### config.mk
export PLATFORM = sky130hd
export DESIGN_NAME = rag_core
export DESIGN_NICKNAME = d
export VERILOG_FILES = /design/src/logic/rag_pkg.sv /design/src/logic/rag_core.sv
export SDC_FILE = /design/constraint.sdc
export NUM_CORES = 1
export LEC_CHECK = 0
export BUFFER_PORTS_ARGS = -buffer_cell sky130_fd_sc_hd__buf_2
export CAP_MARGIN = 25
export CORE_ASPECT_RATIO = 2
export CORE_MARGIN = 3
export CORE_UTILIZATION = 45
export DETAILED_ROUTE_END_ITERATION = 12
export PLACE_DENSITY = 0.77
export SLEW_MARGIN = 20
export SYNTH_ARGS = -nofsm -noshare
export SYNTH_HDL_FRONTEND = slang
export SYNTH_SLANG_ARGS = --single-unit
### constraint.sdc
create_clock -name clk_sys -period 2.7 [get_ports clk_sys]
set_input_delay 0.54 -clock clk_sys [delete_from_list [all_inputs] [get_ports clk_sys]]
set_output_delay 0.54 -clock clk_sys [all_outputs]
set_load 0.05 [all_outputs]
### src/logic/rag_pkg.sv
// Purpose: Constants and types for the relative address generator.
// Assumes: 32-bit addresses, eight address and eight index registers.
// Notes: Mode codes are internal to this block.
//
// Functional notes
// - Post index add: access base, reg gets base+index
// - Post index subtract: access base, reg gets base-index
// - Pre index: access base+-index, update optional
// - Post offset: access base, reg gets base+-offset
// - Pre offset: access base+-offset, update optional
// - Index register from base's own unit
// - Any address register may receive update
// - Offsets are instruction immediates, not registers
// - Every computed address drives a memory access (code: a refused index or a form outside the twelve leaves mem_req low)
// - Byte size: scale bit extends offset field
// - Scaled offset is multiple of data size
// - Halfword scaled offsets are even
// - Word scaled offsets are multiples of four
// - Scaling multiplies index or offset by size
// - Both units share twelve modes, scaled variants
package rag_pkg;
   localparam int ADDR_W = 32;
   localparam int REG_SEL_W = 3;
   localparam int UNIT_W = 1;
   localparam int SHORT_OFS_W = 3;
   localparam int LONG_OFS_W = 15;
   localparam int MODE_W = 4;
   localparam int SIZE_W = 2;
   localparam logic [1:0] SIZE_BYTE = 2'h0;
   localparam logic [1:0] SIZE_HALF = 2'h1;
   localparam logic [1:0] SIZE_WORD = 2'h2;
   localparam logic [1:0] SHIFT_HALF = 2'h1;
   localparam logic [1:0] SHIFT_WORD = 2'h2;
   localparam int NUM_MODES = 12;
   // Twelve addressing forms
   typedef enum logic [3:0] {
      RAG_POST_ADD_IDX, RAG_POST_SUB_IDX,
      RAG_PRE_ADD_IDX, RAG_PRE_SUB_IDX,
      RAG_PRE_ADD_IDX_UPD, RAG_PRE_SUB_IDX_UPD,
      RAG_POST_ADD_OFS, RAG_POST_SUB_OFS,
      RAG_PRE_ADD_OFS, RAG_PRE_SUB_OFS,
      RAG_PRE_ADD_OFS_UPD, RAG_PRE_SUB_OFS_UPD
   } rag_mode_t;
endpackage
### src/logic/rag_core.sv
// Purpose: Base-relative address generation with register write-back.
// Assumes: Decoder holds operands stable while req is high.
// Notes: One request per cycle; results registered, one cycle latency.
module rag_core #(
   parameter int ADDR_W = rag_pkg::ADDR_W
) (
   input wire logic clk_sys,
   input wire logic rst,
   input wire logic clk_en,
   input wire logic req,
   input wire logic [3:0] mode,
   input wire logic [1:0] data_size,
   input wire logic scale,
   input wire logic long_ofs,
   input wire logic [ADDR_W-1:0] rel_base,
   input wire logic base_unit,
   input wire logic index_unit,
   input wire logic [ADDR_W-1:0] index_reg,
   input wire logic [15:0] imm_ofs,
   input wire logic [2:0] dest_address_reg,
   input wire logic dest_unit,
   input wire logic mem_write,
   output logic mem_req,
   output logic mem_we,
   output logic [ADDR_W-1:0] mem_addr,
   output logic upd_en,
   output logic upd_unit,
   output logic [2:0] upd_address_reg,
   output logic [ADDR_W-1:0] upd_value,
   output logic unit_err
);
   // A scaled long word offset needs 17 bits plus a carry into the base
   if (ADDR_W < 18) begin : g_bad_width
      $error("rag_core: ADDR_W too small for long offsets");
   end

   logic is_ofs, is_sub, is_post, is_upd, unit_ok, mode_ok;
   logic [ADDR_W-1:0] ofs_raw, ofs_scaled, sum, acc_addr;
   logic next_mem_req, next_mem_we, next_upd_en, next_unit_err;
   logic next_upd_unit;
   logic [2:0] next_upd_reg;
   logic [ADDR_W-1:0] next_mem_addr, next_upd_value;
   rag_pkg::rag_mode_t m;

   // Decode the form into offset source, sign, post and update flags
   always_comb begin
      m = rag_pkg::rag_mode_t'(mode);
      mode_ok = (mode < 4'(rag_pkg::NUM_MODES));
      is_ofs = (mode >= 4'(rag_pkg::RAG_POST_ADD_OFS));
      is_sub = 1'b0;
      is_post = 1'b0;
      is_upd = 1'b0;
      case (m)
         rag_pkg::RAG_POST_ADD_IDX, rag_pkg::RAG_POST_ADD_OFS: begin
            is_post = 1'b1;
            is_upd = 1'b1;
         end
         rag_pkg::RAG_POST_SUB_IDX, rag_pkg::RAG_POST_SUB_OFS: begin
            is_post = 1'b1;
            is_upd = 1'b1;
            is_sub = 1'b1;
         end
         rag_pkg::RAG_PRE_SUB_IDX, rag_pkg::RAG_PRE_SUB_OFS: begin
            is_sub = 1'b1;
         end
         rag_pkg::RAG_PRE_ADD_IDX_UPD, rag_pkg::RAG_PRE_ADD_OFS_UPD: begin
            is_upd = 1'b1;
         end
         rag_pkg::RAG_PRE_SUB_IDX_UPD, rag_pkg::RAG_PRE_SUB_OFS_UPD: begin
            is_upd = 1'b1;
            is_sub = 1'b1;
         end
         default: begin
            is_upd = 1'b0;
         end
      endcase
   end

   // Immediate offset; byte data borrows the scale bit as top bit
   always_comb begin
      if (long_ofs) begin
         if (data_size == rag_pkg::SIZE_BYTE)
            ofs_raw = ADDR_W'({scale, imm_ofs[14:0]});
         else
            ofs_raw = ADDR_W'(imm_ofs[14:0]);
      end else begin
         if (data_size == rag_pkg::SIZE_BYTE)
            ofs_raw = ADDR_W'({scale, imm_ofs[2:0]});
         else
            ofs_raw = ADDR_W'(imm_ofs[2:0]);
      end
   end

   // Scale by data size; a shift keeps results size multiples
   always_comb begin
      acc_addr = is_ofs ? ofs_raw : index_reg;
      ofs_scaled = acc_addr;
      if (scale && data_size == rag_pkg::SIZE_HALF)
         ofs_scaled = acc_addr << rag_pkg::SHIFT_HALF;
      else if (scale && data_size == rag_pkg::SIZE_WORD)
         ofs_scaled = acc_addr << rag_pkg::SHIFT_WORD;
      sum = is_sub ? rel_base - ofs_scaled : rel_base + ofs_scaled;
   end

   // Index must come from the base's unit; offsets need no check
   assign unit_ok = is_ofs || (index_unit == base_unit);

   // Next outputs: post forms access the base, pre forms the sum
   always_comb begin
      next_mem_req = req && unit_ok && mode_ok;
      next_mem_we = req && mem_write;
      next_mem_addr = is_post ? rel_base : sum;
      next_upd_en = next_mem_req && is_upd;
      next_upd_unit = dest_unit;
      next_upd_reg = dest_address_reg;
      next_upd_value = sum;
      next_unit_err = req && !unit_ok;
   end

   // Single stage so the update is seen by the next instruction
   always_ff @(posedge clk_sys or posedge rst) begin
      if (rst) begin
         mem_req <= 1'b0;
         mem_we <= 1'b0;
         mem_addr <= '0;
         upd_en <= 1'b0;
         upd_unit <= 1'b0;
         upd_address_reg <= 3'h0;
         upd_value <= '0;
         unit_err <= 1'b0;
      end else if (clk_en) begin
         mem_req <= next_mem_req;
         mem_we <= next_mem_we && next_mem_req;
         mem_addr <= next_mem_addr;
         upd_en <= next_upd_en;
         upd_unit <= next_upd_unit;
         upd_address_reg <= next_upd_reg;
         upd_value <= next_upd_value;
         unit_err <= next_unit_err;
      end
   end
endmodule

==> results of run 1 <==
==> per-layer routing <==
metal | global-route usage | vias up | wire [microns]
li1 | - | 3640 | -
met1 | 0.292 | 4032 | 9840
met2 | 0.596 | 644 | 15800
met3 | 0.0381 | 271 | 2230
met4 | 0.208 | 0 | 3150
met5 | 0 | - | 0
==> area by class of cell <==
class | instances | area share
Multi-Input combinational cell | 654 | 0.516
Timing Repair Buffer | 413 | 0.262
Sequential cell | 72 | 0.166
Tap cell | 189 | 0.0217
Clock buffer | 9 | 0.0207
Clock inverter | 7 | 0.00736
Inverter | 18 | 0.00621
==> power groups by stage <==
stage | combinational [mW] | clock, mW | sequential (mW)
floorplan | 1.64 | 0 | 2.90
global placement | 4.26 | 0 | 1.63
detailed placement | 4.34 | 0 | 1.65
CTS | 4.70 | 1.22 | 1.64
global route | 5.60 | 1.29 | 1.70
finish | 5.41 | 1.25 | 1.66
==> synthesized netlist by cell type (5+ instances only) <==
cell	n
sky130_fd_sc_hd__a22oi_1	5
sky130_fd_sc_hd__nand2_1	87
sky130_fd_sc_hd__xnor2_1	28
sky130_fd_sc_hd__o22a_1	6
sky130_fd_sc_hd__dfrtp_1	72
sky130_fd_sc_hd__o22ai_1	22
sky130_fd_sc_hd__ha_1	32
sky130_fd_sc_hd__and2_1	15
sky130_fd_sc_hd__nor2_1	79
sky130_fd_sc_hd__inv_1	18
sky130_fd_sc_hd__mux2i_1	18
sky130_fd_sc_hd__o21ai_0	38
sky130_fd_sc_hd__a211oi_1	9
sky130_fd_sc_hd__o21bai_1	7
sky130_fd_sc_hd__and3_1	11
sky130_fd_sc_hd__nor3b_1	7
sky130_fd_sc_hd__nand2b_1	7
sky130_fd_sc_hd__nand3_1	15
sky130_fd_sc_hd__a21o_1	12
sky130_fd_sc_hd__a211o_1	6
sky130_fd_sc_hd__nor3_1	15
sky130_fd_sc_hd__mux2_2	31
sky130_fd_sc_hd__o2bb2ai_1	5
sky130_fd_sc_hd__o211ai_1	5
sky130_fd_sc_hd__a31oi_1	30
sky130_fd_sc_hd__o221ai_1	5
sky130_fd_sc_hd__a21oi_1	56
sky130_fd_sc_hd__xor2_1	28
sky130_fd_sc_hd__buf_2	8
sky130_fd_sc_hd__or3_1	6
sky130_fd_sc_hd__clkbuf_1	29
==> kinds of logic after synthesis <==
group           Yosys count
simple gates            276
compound gates          237
flops                    72
mux                      51
xor+xnor                 57
buf+inv                  64
fa+ha+maj                33
==> layout by cell type (no fill, tap or decap), types with 12 or more instances in the layout <==
| cell type | instances |
|---|---|
| sky130_fd_sc_hd__nand2_2 | 12 |
| sky130_fd_sc_hd__inv_1 | 17 |
| sky130_fd_sc_hd__a21oi_1 | 31 |
| sky130_fd_sc_hd__buf_4 | 221 |
| sky130_fd_sc_hd__o21ai_0 | 18 |
| sky130_fd_sc_hd__xor2_1 | 16 |
| sky130_fd_sc_hd__nor2_1 | 68 |
| sky130_fd_sc_hd__a21oi_2 | 20 |
| sky130_fd_sc_hd__mux2i_1 | 13 |
| sky130_fd_sc_hd__buf_6 | 19 |
| sky130_fd_sc_hd__mux2_2 | 15 |
| sky130_fd_sc_hd__mux2_4 | 16 |
| sky130_fd_sc_hd__nand2_1 | 76 |
| sky130_fd_sc_hd__buf_2 | 165 |
| sky130_fd_sc_hd__and2_1 | 14 |
| sky130_fd_sc_hd__ha_1 | 27 |
| sky130_fd_sc_hd__xnor2_2 | 16 |
| sky130_fd_sc_hd__o21ai_2 | 15 |
| sky130_fd_sc_hd__a31oi_1 | 24 |
| sky130_fd_sc_hd__o22ai_1 | 20 |
| sky130_fd_sc_hd__dfrtp_1 | 72 |
==> through the flow <==
stage	instances	hold WS (ns)	setup WS [ns]	power (mW)	cell area [sq um]
finish	1362	0.256	-2.34	8.33	10900
global route	1362	0.311	-2.42	8.59	10900
CTS	1344	0.282	-1.87	7.56	10200
detailed placement	1314	0.480	-2.45	5.99	9350
global placement	1314	0.467	-2.36	5.89	9350
floorplan	790	0.662	-2.03	4.53	6880
==> final timing paths <==
path | endpoint | cells after the start | from
min | mem_addr[25] | 3 | rst
min in group clk_sys | mem_we | 3 | mem_write
max in group asynchronous | mem_addr[10] | 3 | rst
min reg2reg | mem_we | 1 | mem_we
max reg2reg | mem_addr[31] | 2 | mem_addr[31]
max | upd_value[30] | 22 | mode[1]
==> worst register-to-register path: cells and delay by family, from the launching register on <==
kind	cells	cell delay, ns
compound gates	1	0.23
simple gates	1	0.10
flops	1	0.39
==> what timing repair did <==
item,in CTS,in global routing
hold buffers,0,0
gates resized for setup,83,114
buffers inserted,16,22
endpoints found under the setup margin,60,61
pin swaps,40,72
==> results.txt, run 1 <==
- Kind of cell adding the most delay to the critical path: compound AO/OA/AOI/OAI gates
* Clock sink count: 72
- Synth Area in Adders: 0.0647
- Global-route usage over all layers: 0.307
- Net count of the mapped netlist: 922
* Die area: 0.0160 sq mm
- Number of I/O pins: approximately 170
- Setup repair after global routing could not meet its margin everywhere.
- The count of pins over their slew limit was 0.
- The share of synthesized area in the top cell type comes to 0.277.
- Number of buffers on the longest clock path: 2
- Number of buffer and inverter instances along the worst setup path: 6
- TritonCTS built the clock tree.
- The initial antenna violation count came to 0.
- The run finished, with violations left.
- Placeable core area: 0.0140 sq mm
- STA classifies the critical path startpoint as an input pin.
* Via density per instance: about 6.3
- The worst register-to-register path has a setup slack of roughly 1.9 ns.
* Fraction of layout instances using a drive strength above 1: 0.549
- Post-DR wirelength/cell: 22.8 microns
* XOR/XNOR share of the synthesized area: 0.0780
- Timing would allow up to 0.198 GHz.
* Setup TNS after final layout: -84.80 ns
* Clock transition at path regs: 0.07 ns
* Mux cell area share after synthesis: 0.0871
- Share of power burned in the clock network: 0.151
- In this design, the stage delay of the slowest critical-path cell is 0.80 ns.
* HPWL after DPL: 18700 microns
* Cell Int Power: 4.22 mW
- Sequential cell fraction of total power: 0.200
- Clock tree synthesis selected as its root buffer the cell sky130_fd_sc_hd__clkbuf_16.
* Via count of the first global-routing pass: 8185
- Simple-gate portion of the synthesized area: 0.211
- Synthesized area: 0.00649 sq mm
* Number of levels the H-tree was split into: 3
- Count of flip-flops with a built-in enable after synthesis: 0
- The later pin in the worst-skew pair is clocked with a latency of 0.35 ns.
* Slew Limit Headroom: 0.304
* FP Rows: 61
- Layout overhead on the synthesized area: 67.5%
- The first global-routing pass estimated between 30000 and 40000 microns of wire.
* Class of the tightest hold or removal check: input pin to asynchronous set/reset pin
- After layout, the minimum clock period comes to between 5 and 6 ns.
- For this run, the register share of the synthesized area comes to 0.277.
- Each instance of the synthesized netlist takes up on average 8.22 sq um.
- The post-synthesis compound-gate area fraction was 0.238.
* Via count: 8587
* Count of port buffers added during placement: 169
- The detail route stage leaves a number of antenna-violating nets equal to 0.
- Fill count: 920
- Counting flops with an async set or reset pin after synthesis yields a share of 1.00.
- Width of the chip: 91.0 microns
* Post-synthesis cell type count: 77
- Storage element area: ~0.0018 sq mm
- Once layout is complete, the utilization of the core stands at 0.775.
- Setup violations remaining at the end of the flow were counted as 60.
- Top flip-flop cell by instance count after synthesis: sky130_fd_sc_hd__dfrtp_1
- Sorting the synthesized cells by area gives the leading types as sky130_fd_sc_hd__dfrtp_1 (28%), sky130_fd_sc_hd__ha_1 (6.2%), sky130_fd_sc_hd__mux2_2 (5.4%).
* Ant. Diodes: 0
- Final hold violations: 0
- For this block, the initial DRC count from the detailed router was about 670.
- Sw frac: 0.493
* Starting density of the core: 0.462
* Top cell type by total area after synthesis: sky130_fd_sc_hd__dfrtp_1
- Period Utilization, post-route: 1.87
- The critical path goes through buf_8 > a21oi_4 > mux2i_4 > buf_6 > o22ai_4 > a22oi_2 > o2111ai_4 > buf_6 > o31ai_4 > o21ai_2 > buf_4 > buf_4 > nor2_4 > xnor2_2 > ha_1 > buf_4 > nand2_1 > o21ai_0 > o211ai_1 > a21oi_2 > xnor2_2 > a21oi_1.
- Power spread over the standard cell area amounts to 765 mW/mm^2.
* CP endpoint kind: flip-flop
- Arrival time at the worst endpoint: 5.28 ns
* DR pass1 iterations: 7
- The multi-input combinational cells in the finished layout cover a total of 0.00562 sq mm.
- Combinational share of power: 0.650
- At the pin with the least slew margin, the transition time is 1.03 ns.
- Required @ worst endpoint: 2.93 ns
* Critical path type: input pin to flip-flop
* Yosys warns: 0
* Number of nets in the layout: 1300
* Worst-case clock skew: 0 ns
- Detailed Route WL: roughly 31000 microns
- The largest individual stage delay along the critical path comes from the cell sky130_fd_sc_hd__o21ai_0.
- The worst-case IR drop observed on VDD is 0.000332 V.
- Flip-flop and latch count after synthesis: 72
* Most used cell, CP: sky130_fd_sc_hd__buf_4
* Critical-path maximum fanout: 5
- Final routed DRC violation total: 0
- The number of clock buffers added by TritonCTS is 9.
- Post-layout worst setup margin: -2.34 ns
- Total of max-cap violations: 0
* Violations in the final reports: setup timing
- RePlAce Congestion: 0.946
- Leakage: 5.15 nW
* Cell count after synthesis: between 700 and 800
* Largest family of logic cells by synthesized area: compound AO/OA/AOI/OAI gates
- Summed over all layers, the global routing overflow is 0.
- Entering global routing, the biggest net connects 78 pins.
* Vert. Die Dim: 176 microns
- Net switching power: 4.10 mW
Power figures use the tool's default switching activity.
==> run 2, diff against run 1 <==
- SKIP_CTS_REPAIR_TIMING: unset -> 1
- SKIP_LAST_GASP: unset -> 1
==> run 2 against run 1 <==
- the run still ends with setup timing left
- non-clock buffer count shrank 7
- final cell count fell by 0.44%
- worst hold slack got worse by 0.0026 ns
- flip-flop and latch count did not move
==> results.txt, run 2 (synthesis results as in run 1) <==
- Run status: finished with violations (unchanged)
- Violations in the final reports: setup timing (unchanged)
- Final routed DRC violation total: 0 (unchanged)
- RSZ-0062 raised after global routing: yes (unchanged).
- The kind of critical path is input pin to flip-flop (unchanged).
* Number of failing setup endpoints in the final timing report: 60 (unchanged)
- The largest vdd supply drop came to 0.000338 V (was 0.000332 V).
- The later-pin clock latency in the skew report is 0.34 ns (was 0.35 ns).
* HPWL after DPL: 18700 microns (unchanged)
* Count of port buffers added during placement: 169 (unchanged)
- The count of pins over their slew limit is 0 (unchanged).
- Global-route wire length before repair: 36600 microns (was 39500 microns)
- Clock tree from TritonCTS: done (unchanged)
* Post-DR wirelength/cell: 19.9 microns (was 22.8 microns)
- Number of nets in the layout: 1293 (was 1300)
- Clock sink count: 72 (unchanged)
- The number of violations reported at the end of detailed-routing iteration 0 was 530 (was 665).
- Via count of the first global-routing pass: 7716 (was 8185)
* Final standard cell utilization of the core: 0.747 (was 0.775)
- The most frequent standard cell in the layout excluding fill and tap cells was sky130_fd_sc_hd__buf_4 (unchanged).
- The standard cell area after detailed placement is 0.00935 sq mm (unchanged).
- Reg2reg start: upd_value[17] (was mem_addr[31])
- The aggregate routed wire length came to 27000 microns (was 31000 microns).
- Worst-case clock skew: 0 ns (unchanged)
- Class of the tightest hold or removal check: input pin to asynchronous set/reset pin (unchanged)
* DR pass1 iterations: 5 (was 7)
- The setup slack after layout was -2.08 ns (was -2.34 ns).
* Die area: 0.0160 sq mm (unchanged)
- The placer congestion estimate came to 0.946 (unchanged).
- Most used cells in the layout excluding fill and tap cells: sky130_fd_sc_hd__buf_4 (218), sky130_fd_sc_hd__buf_2 (165), sky130_fd_sc_hd__nand2_1 (83) (was sky130_fd_sc_hd__buf_4 (221), sky130_fd_sc_hd__buf_2 (165), sky130_fd_sc_hd__nand2_1 (76)).
- Count of antenna-violating nets left after detailed routing: 0 (unchanged)
- Endpoint of the most critical register-to-register path: upd_value[17] (was mem_addr[31])
- The power density of the placed cells is 750 mW/mm^2 (was 765 mW/mm^2).
* Element type at the critical path start: input pin (unchanged)
* Number of levels the H-tree was split into: 3 (unchanged)
* Arrival time at the worst endpoint: 5.06 ns (was 5.28 ns)
- FP Rows: 61 (unchanged)
- Final hold violations: 0 (unchanged)
- Clk root buf: sky130_fd_sc_hd__clkbuf_16 (unchanged)
- The number of vias per cell after detailed routing is 5.95 (was 6.30).
- Total of max-cap violations: 0 (unchanged)
- The chip width came to 91.0 microns (unchanged).
- Vert. Die Dim: 176 microns (unchanged)
- The largest net degree at the start of global routing was 78 (unchanged).
- The depth of the most critical reg-to-reg path was 1 (was 2).
* Post-route design area: 0.0105 sq mm (was 0.0109 sq mm)
* Global-route usage over all layers: 0.283 (was 0.307)
- Fraction of layout instances using a drive strength above 1: 0.505 (was 0.549)
- CP endpoint kind: flip-flop (unchanged)
- Period Utilization, post-route: 1.77 (was 1.87)
- The largest fanout of any net on the critical path is 5 (unchanged).
* Slew Limit Headroom: 0.605 (was 0.304)
- R2r setup slk: 1.90 ns (was 1.87 ns)
- Placeable core area: 0.0140 sq mm (unchanged)
- The final critical-path required period came to 4.78 ns (was 5.04 ns).
- Number of buffers on the longest clock path: 2 (unchanged)
- The overall overflow remaining after global route was 0 (unchanged).
- The top achievable clock speed is 0.209 GHz (was 0.198 GHz).
* Initial antenna violation count: 1 (was 0)
- The total CTS buffers is 9 (unchanged).
- The overall power consumption was 7.86 mW (was 8.33 mW).
* Via count: 8071 (was 8587)
- Clock transition at path regs: 0.06 ns (was 0.07 ns)
- Number of I/O pins: 171 (unchanged)
- Leakage: 4.98 nW (was 5.15 nW)
- The critical path data required time is 2.98 ns (was 2.93 ns).
- The filler cell count in the final layout is 987 (was 920).
- The growth of design area from synthesis to finish is 61.5% (was 67.5%).
* Pin slew with the least headroom to its limit: 0.586 ns (was 1.03 ns)
* Starting density of the core: 0.462 (unchanged)
==> run 2: cell count changes in the layout (fill, tap and decap cells not counted), moves of 7 or more <==
cell	previous run	this run
sky130_fd_sc_hd__nand2_1	76	83
sky130_fd_sc_hd__mux2_2	15	25
sky130_fd_sc_hd__a21oi_1	31	41
sky130_fd_sc_hd__nand2_2	12	5
sky130_fd_sc_hd__xnor2_1	11	18
sky130_fd_sc_hd__xnor2_2	16	9
sky130_fd_sc_hd__mux2_4	16	6
sky130_fd_sc_hd__o21ai_2	15	8
==> run 2: layout make-up <==
| class | instances | area [sq um] | area share |
|---|---|---|---|
| Clock inverter | 7 | 80.1 | 0.00763 |
| Clock buffer | 9 | 225 | 0.0215 |
| Timing Repair Buffer | 406 | 2770 | 0.264 |
| Multi-Input combinational cell | 654 | 5310 | 0.506 |
| Tap cell | 189 | 236 | 0.0225 |
| Inverter | 18 | 67.6 | 0.00644 |
| Antenna cell | 1 | 2.50 | 0.000239 |
| Sequential cell | 72 | 1800 | 0.172 |
==> run 2: per-stage QoR <==
step	hold WS [ns]	instances	setup WS, ns	TNS (ns)
3_3_place_gp	0.467	1314	-2.36	-98.34
3_5_place_dp	0.480	1314	-2.45	-102.06
4_1_cts	0.282	1330	-2.12	-81.56
5_1_grt	0.306	1356	-2.22	-90.88
2_1_floorplan	0.662	790	-2.03	-66.67
6_report	0.253	1356	-2.08	-82.11
==> run 2: routing by layer <==
layer / vias to the layer above / track usage / routed length, microns
li1: 3631 / - / -
met1: 3806 / 0.273 / 8960
met2: 456 / 0.546 / 14300
met3: 178 / 0.0343 / 1410
met4: 0 / 0.190 / 2280
met5: - / 0 / 0
==> run 2: how the worst max path moves through the flow <==
| stage | from | endpoint | slack [ns] | cells after the start |
|---|---|---|---|---|
| 2_1_floorplan | mode[3] | mem_addr[31] | -2.03 | 21 |
| 3_3_place_gp | mode[1] | mem_addr[31] | -2.36 | 19 |
| 3_5_place_dp | mode[1] | mem_addr[31] | -2.45 | 20 |
| 4_1_cts | mode[1] | mem_addr[31] | -2.12 | 20 |
| 5_1_grt | mode[2] | mem_addr[27] | -2.22 | 22 |
| 6_report | mode[2] | mem_addr[27] | -2.08 | 22 |
==> run 2: power by group <==
group	internal [mW]	switching [mW]
combinational	1.90	3.09
clock	0.723	0.508
sequential	1.44	0.209
==> run 2: critical path, stage by stage <==
cell	delay, ns
sky130_fd_sc_hd__buf_8	0.10
sky130_fd_sc_hd__a21oi_4	0.32
sky130_fd_sc_hd__mux2i_2	0.31
sky130_fd_sc_hd__buf_4	0.17
sky130_fd_sc_hd__o22ai_1	0.09
sky130_fd_sc_hd__a22oi_2	0.21
sky130_fd_sc_hd__o2111ai_4	0.19
sky130_fd_sc_hd__buf_6	0.16
sky130_fd_sc_hd__o31ai_4	0.28
sky130_fd_sc_hd__buf_4	0.18
sky130_fd_sc_hd__xor2_1	0.21
sky130_fd_sc_hd__ha_1	0.33
sky130_fd_sc_hd__a21oi_2	0.19
sky130_fd_sc_hd__o21ai_0	0.10
sky130_fd_sc_hd__a21oi_1	0.17
sky130_fd_sc_hd__nor3b_2	0.09
sky130_fd_sc_hd__o31a_1	0.33
sky130_fd_sc_hd__buf_6	0.15
sky130_fd_sc_hd__o21ai_4	0.21
sky130_fd_sc_hd__a21oi_2	0.11
sky130_fd_sc_hd__or4_1	0.51
sky130_fd_sc_hd__nand3_1	0.12
